`src/cix_pkg.sv`:
```
// constants for the instruction execution subset
// assumes a 14-bit instruction word and a 13-bit program counter
package cix_pkg;
  localparam int INSTR_W = 14;
  localparam int PC_W = 13;
  localparam int DATA_W = 8;
  localparam int FADDR_W = 7;
  localparam int CALL_K_W = 11;
  // opcode fields and values
  localparam int OP_HI = 13;
  localparam int OP6_LO = 8;
  localparam int OP3_LO = 11;
  localparam int DEST_BIT = 7;
  localparam int BITSEL_HI = 9;
  localparam int BITSEL_LO = 7;
  localparam logic [5:0] OP6_AND_LIT = 6'h39;
  localparam logic [5:0] OP6_AND_FILE = 6'h05;
  localparam logic [5:0] OP6_COMPLEMENT_FILE_OP = 6'h09;
  localparam logic [3:0] OP4_SKIP_CLR = 4'h6;
  localparam logic [3:0] OP4_SKIP_SET = 4'h7;
  localparam logic [2:0] OP3_CALL = 3'h4;
  localparam logic [13:0] INSTR_WDT_CLEAR = 14'h0064;
  // high latch bits that feed pc 12:11
  localparam int LATCH_HI = 4;
  localparam int LATCH_LO = 3;
  // reset values
  localparam logic [12:0] PC_RESET = 13'h0000;
  localparam logic [7:0] W_RESET = 8'h00;
  localparam logic TIMEOUT_RESET = 1'b1;
  localparam logic POWERDOWN_RESET = 1'b1;
  localparam logic [7:0] WDT_CLEAR_VALUE = 8'h00;
  // alu operation select
  typedef enum logic [1:0] {
    CIX_ALU_PASS = 2'b00,
    CIX_ALU_AND_LIT = 2'b01,
    CIX_ALU_AND_FILE = 2'b11,
    CIX_ALU_COMPLEMENT_FILE_OP = 2'b10
  } cix_alu_e;
  // gray coded sequencer states
  typedef enum logic [1:0] {
    CIX_EXEC = 2'b00,
    CIX_SKIP = 2'b01,
    CIX_CALL = 2'b10
  } cix_state_e;
endpackage

```
`src/cix_alu.sv`:
```
// byte logic unit for the and / complement operations
// assumes operands are stable within the cycle; purely combinational
module cix_alu
  import cix_pkg::*;
#(
  parameter int WIDTH = DATA_W
) (
  input wire cix_alu_e op,
  input wire logic [WIDTH-1:0] acc,
  input wire logic [WIDTH-1:0] lit,
  input wire logic [WIDTH-1:0] fdata,
  output logic [WIDTH-1:0] result,
  output logic zero
);
  always_comb begin
    unique case (op)
      CIX_ALU_AND_LIT: result = acc & lit;
      CIX_ALU_AND_FILE: result = acc & fdata;
      CIX_ALU_COMPLEMENT_FILE_OP: result = ~fdata;
      CIX_ALU_PASS: result = acc;
    endcase
  end

  assign zero = (result == '0);
endmodule

```
`src/cix_core.sv`:
```
// executes the and, complement, bit-test skip, watchdog clear and call
// instructions of an 8-bit core.
// assumes the instruction at pc and the addressed file register byte
// arrive combinationally on the same clock; no synchroniser is needed.
module cix_core
  import cix_pkg::*;
#(
  parameter int PCW = PC_W
) (
  input wire logic clk,
  input wire logic rst_n,
  input wire logic [INSTR_W-1:0] instr,
  input wire logic [DATA_W-1:0] file_rdata,
  input wire logic [DATA_W-1:0] pc_high_latch,
  output logic [PCW-1:0] pc,
  output logic [DATA_W-1:0] acc,
  output logic zero_flag,
  output logic timeout_flag,
  output logic powerdown_flag,
  output logic file_we,
  output logic [FADDR_W-1:0] file_waddr,
  output logic [DATA_W-1:0] file_wdata,
  output logic stack_push,
  output logic [PCW-1:0] stack_top,
  output logic watchdog_clear,
  output logic prescaler_clear,
  output logic [DATA_W-1:0] watchdog_counter_load
);
  cix_state_e state;
  cix_state_e next_state;

  // decode
  wire logic [5:0] op6 = instr[OP_HI:OP6_LO];
  wire logic [3:0] op4 = instr[OP_HI:OP_HI-3];
  wire logic [2:0] op3 = instr[OP_HI:OP3_LO];
  wire logic in_exec = (state == CIX_EXEC);
  wire logic is_and_lit = in_exec && op6 == OP6_AND_LIT;
  wire logic is_and_file = in_exec && op6 == OP6_AND_FILE;
  wire logic is_complement_file_op = in_exec && op6 == OP6_COMPLEMENT_FILE_OP;
  wire logic is_skip_clr = in_exec && op4 == OP4_SKIP_CLR;
  wire logic is_skip_set = in_exec && op4 == OP4_SKIP_SET;
  wire logic is_wdt = in_exec && instr == INSTR_WDT_CLEAR;
  wire logic is_call = in_exec && op3 == OP3_CALL;
  wire logic dest_file = instr[DEST_BIT];
  wire logic [FADDR_W-1:0] faddr = instr[FADDR_W-1:0];
  wire logic [2:0] bit_sel = instr[BITSEL_HI:BITSEL_LO];
  wire logic tested_bit = file_rdata[bit_sel];
  wire logic skip_taken = (is_skip_clr && !tested_bit) ||
                          (is_skip_set && tested_bit);
  wire logic file_op = is_and_file || is_complement_file_op;
  wire logic zero_op = is_and_lit || file_op;

  wire cix_alu_e alu_op = is_and_lit ? CIX_ALU_AND_LIT :
                          is_and_file ? CIX_ALU_AND_FILE :
                          is_complement_file_op ? CIX_ALU_COMPLEMENT_FILE_OP : CIX_ALU_PASS;
  wire logic [DATA_W-1:0] alu_result;
  wire logic alu_zero;

  cix_alu #(.WIDTH(DATA_W)) u_alu (
    .op(alu_op),
    .acc(acc),
    .lit(instr[DATA_W-1:0]),
    .fdata(file_rdata),
    .result(alu_result),
    .zero(alu_zero)
  );

  wire logic [PCW-1:0] pc_inc = pc + PCW'(1);
  wire logic [PCW-1:0] call_target = PCW'({pc_high_latch[LATCH_HI:LATCH_LO],
                                           instr[CALL_K_W-1:0]});
  // call slot holds pc; the skip slot still steps past the dead word
  wire logic [PCW-1:0] next_pc = is_call ? call_target :
                                 (state == CIX_CALL) ? pc :
                                 pc_inc;
  wire logic acc_we = is_and_lit || (file_op && !dest_file);
  wire logic next_file_we = file_op && dest_file;

  always_comb begin
    unique case (state)
      CIX_EXEC: next_state = is_call ? CIX_CALL :
                             skip_taken ? CIX_SKIP : CIX_EXEC;
      CIX_SKIP: next_state = CIX_EXEC;
      CIX_CALL: next_state = CIX_EXEC;
      default: next_state = CIX_EXEC;
    endcase
  end

  always_ff @(posedge clk or negedge rst_n) begin
    if (!rst_n) begin
      state <= CIX_EXEC;
      pc <= PC_RESET;
    end else begin
      state <= next_state;
      pc <= next_pc;
    end
  end

  always_ff @(posedge clk or negedge rst_n) begin
    if (!rst_n) begin
      acc <= W_RESET;
      zero_flag <= 1'b0;
    end else begin
      if (acc_we) acc <= alu_result;
      if (zero_op) zero_flag <= alu_zero;
    end
  end

  always_ff @(posedge clk or negedge rst_n) begin
    if (!rst_n) begin
      file_we <= 1'b0;
      file_waddr <= '0;
      file_wdata <= '0;
    end else begin
      file_we <= next_file_we;
      file_waddr <= faddr;
      file_wdata <= alu_result;
    end
  end

  always_ff @(posedge clk or negedge rst_n) begin
    if (!rst_n) begin
      timeout_flag <= TIMEOUT_RESET;
      powerdown_flag <= POWERDOWN_RESET;
      watchdog_clear <= 1'b0;
      prescaler_clear <= 1'b0;
      watchdog_counter_load <= WDT_CLEAR_VALUE;
    end else begin
      if (is_wdt) timeout_flag <= 1'b1;
      if (is_wdt) powerdown_flag <= 1'b1;
      watchdog_clear <= is_wdt;
      prescaler_clear <= is_wdt;
      watchdog_counter_load <= WDT_CLEAR_VALUE;
    end
  end

  always_ff @(posedge clk or negedge rst_n) begin
    if (!rst_n) begin
      stack_push <= 1'b0;
      stack_top <= '0;
    end else begin
      stack_push <= is_call;
      if (is_call) stack_top <= pc_inc;
    end
  end
endmodule

```
`config.mk`:
```
export PLATFORM = sky130hd
export DESIGN_NAME = cix_core
export DESIGN_NICKNAME = d
export VERILOG_FILES = /design/src/cix_pkg.sv /design/src/cix_alu.sv /design/src/cix_core.sv
export SDC_FILE = /design/constraint.sdc
export NUM_CORES = 1
export LEC_CHECK = 0
export ABC_AREA = 0
export ABC_CLOCK_PERIOD_IN_PS = 7450
export BUFFER_PORTS_ARGS = -buffer_cell sky130_fd_sc_hd__buf_2
export CORE_ASPECT_RATIO = 1.5
export CORE_MARGIN = 10
export CORE_UTILIZATION = 45
export CTS_CLUSTER_DIAMETER = 50
export DETAILED_ROUTE_END_ITERATION = 6
export GPL_TIMING_DRIVEN = 0
export PLACE_DENSITY_LB_ADDON = 0.12
export SLEW_MARGIN = 15
export SYNTH_ARGS = -nofsm -noshare
export SYNTH_HDL_FRONTEND = slang
export SYNTH_HIERARCHICAL = 1
export SYNTH_SLANG_ARGS = --single-unit
export TNS_END_PERCENT = 30
```
`constraint.sdc`:
```
create_clock -name clk -period 7.45 [get_ports clk]
set_input_delay 1.49 -clock clk [delete_from_list [all_inputs] [get_ports clk]]
set_output_delay 1.49 -clock clk [all_outputs]
set_load 0.005 [all_outputs]
```
==> key figures <==
Outcome
  – Status: finished, final reports clean

Timing
  – Final hold vios: 0
  – Worst-Margin Slew: slightly above 0.9 ns
  – Min cycle time layout: between 4 and 5 ns
  – Fin crit share: 57.6%
  – Fin. max-slew vios: 0
  – Worst Skew: 0.00646 ns
  – RSZ-0062 raised after global routing: false
  – Peak Freq: 0.233 GHz
  – Worst Hold Margin: 0.477 ns
  – # setup viols final: 0
  – Setup_tns: 0 ns
  – Rel. slew slack: 37.9%
  – Final WS setup: 3.16 ns

Drt
  – First DRT Iteration DRCs: 189
  – Via density: 5.34
  – Wire length per cell: 16.8 um
  – TritonRoute pass-1 iters: 4
  – Remaining routing DRC violations: 0
  – Total number of vias: 2344
  – Final wirelength: 7380 um
  – Final ANT Viol Nets: 0

Power
  – Pint: 604 uW
  – Pleak: ~1.6 nW
  – Clk network pwr share: 20.7%
  – Maximum vdd drop: 0.105 mV
  – Reg power frac: 47.4%
  – Total net switching power: 300 uW
  – Sw Share: 33.2%
  – Pwr per Cell Area: 268 nW/um^2
  – Comb power frac: 31.9%

GRT
  – Grt ovf: 0
  – Vias in the first global route: 2354
  – Tot GR Track Use: 14.8%
  – Largest net degree at the start of global routing: 55
  – Initial antenna violation count: 0
  – Global-route wire length before repair: 12000 um

Setup path
  – Critical Path RT: 7.70 ns
  – Crit start category: input pin
  – WP data arrival: between 4 and 5 ns
  – Crit Path Class: in2reg
  – R2R cell count: 11
  – CP Max Fanout: 10
  – Worst setup EP type: flop

Job
  – # Max-Cap Violations: 0

Clocking
  – Hold buffers post-CTS: 0
  – CTS tree: yes
  – H-tree depth: 2
  – Clock buffer depth: 2
  – Reg clk slew, reported paths: 0.10 ns
  – TritonCTS buffer count: 5
  – Worst skew pair latency: a little over 0.3 ns
  – Post-CTS resize count: 0
  – CTS Sinks: between 50 and 60
  – Post-CTS setup buffers: 0
  – Root Buffer: clkbuf_8

Die
  – Starting Density: 46.8%
  – Io pins: 96
  – Core footprint: just under 6000 um^2
  – Rows: 34
  – Die area: 9700 um^2
  – Chip Width: approximately 84 um
  – Die Span Y: 116 um

Synth
  – Synth unique cells: 44
  – EDFF count, synth: 0
  – Syn avg cell area: 10.1 um^2
  – Top area cells in the synthesized netlist: dfrtp_1 (49%), mux2_2 (3.7%), o21ai_0 (3.5%)
  – Share of the synthesized area in the top cell type: 49.2%
  – Yosys reg bits: 54
  – Cell taking the most area after synthesis: dfrtp_1
  – Predominant post-synthesis flop cell: dfrtp_1
  – Asr flop ratio synth: 100%
  – YS warnings: 6
  – Seq/Total Area, Yosys: 49.2%
  – Cell Area, Synth: 2750 um^2
  – Cells after synthesis: 273

Finish
  – Filler cells: 565
  – N_diodes: 0
  – Number of nets in the layout: 399
  – Commonest cells after routing, fill and taps aside: buf_2 (83), dfrtp_1 (54), nand2_1 (20), o21ai_0 (19)
  – Layout cells sized above 1: 33.0%
  – Commonest non-fill, non-tap cell in the layout: buf_2
  – P&R area growth vs syn: 22.7%

Placed design
  – Routability cong.: 0.866
  – HPWL Detailed: roughly 5700 um
  – Port Buffers: between 70 and 80
  – Pre-CTS WS: 2.86 ns

Worst hold path
  – Tightest Hold Check Type: reg2reg
  – Worst Hold Depth: 2
cell type report:
type	count	area, um^2	area share (%)
inverters	1	3.75	0.111
flip-flops and latches	54	1350	40.1
multi-input cells	199	1260	37.3
well taps	72	90.1	2.67
plain buffers	27	165	4.90
repair buffers	78	393	11.7
clock buffers	8	110	3.27
power by group through the flow:
| stage | clock [mW] | sequential [mW] | combinational, mW |
|---|---|---|---|
| floorplan | 0 | 0.433 | 0.159 |
| global placement | 0 | 0.431 | 0.289 |
| detailed placement | 0 | 0.435 | 0.294 |
| CTS | 0.193 | 0.429 | 0.295 |
| global route | 0.204 | 0.441 | 0.326 |
| finish | 0.187 | 0.428 | 0.288 |
stage by stage:
| step | std cells | cell area, um^2 | power [mW] | util [%] |
|---|---|---|---|---|
| finish | 439 | 3370 | 0.903 | 57.4 |
| global route | 439 | 3370 | 0.972 | 57.4 |
| CTS | 439 | 3370 | 0.918 | 57.4 |
| detailed placement | 431 | 3260 | 0.729 | 55.5 |
| global placement | 431 | 3260 | 0.720 | 55.5 |
| floorplan | 281 | 2780 | 0.593 | - |
registers in the layout (all words and copies together) (netlist names), 7 cells and up:
register and cells:
pc 13, stack_top 13, acc 8, file_wdata 8, file_waddr 7
routing by layer:
layer / vias up / track usage [%] / share of wire, %
li1: 1148 / - / -
met1: 1099 / 16.0 / 38
met2: 84 / 26.6 / 53
met3: 13 / 4.28 / 6.8
met4: 0 / 5.60 / 1.9
met5: - / 0 / 0
cells in the mapped netlist, types with 7 or more instances:
cell,instances
mux2_2,9
nor2_1,17
nand3_1,7
buf_4,11
o21ai_1,8
xor2_1,8
o21ai_0,19
nand2_1,20
nor3_1,9
dfrtp_1,54
a31oi_1,12
a21oi_1,17
clkbuf_1,8
cells by family (layout without fill, tap and decap cells):
family	after synthesis	after routing	synth area share, %
buf+inv	28	114	6.15
xor+xnor	13	13	4.14
fa+ha+maj	1	1	0.455
mux	13	13	6.06
flops	54	54	49.2
compound gates	76	76	17.0
other cells	2	10	0.273
simple gates	86	86	16.8
critical path, stage by stage:
cell and delay (ns):
buf_2 0.12, or3_4 0.40, clkbuf_1 0.25, o41ai_1 0.87
buf_6 0.24, buf_6 0.15, o21ai_1 0.08, a31oi_1 0.15
nor2_1 0.08, or4_1 0.44, nor2_1 0.12, mux2_2 0.14
path summary, 6_finish.rpt:
check | from | to | slack (ns)
max | instr[12] | zero_flag | 3.16
min in group asynchronous | rst_n | stack_top[2] | 1.22
min reg2reg | stack_top[4] | stack_top[4] | 0.48
max in group asynchronous | rst_n | acc[5] | 5.78
max reg2reg | stack_push | zero_flag | 4.03
min | stack_top[4] | stack_top[4] | 0.48
Power figures use the tool's default switching activity.
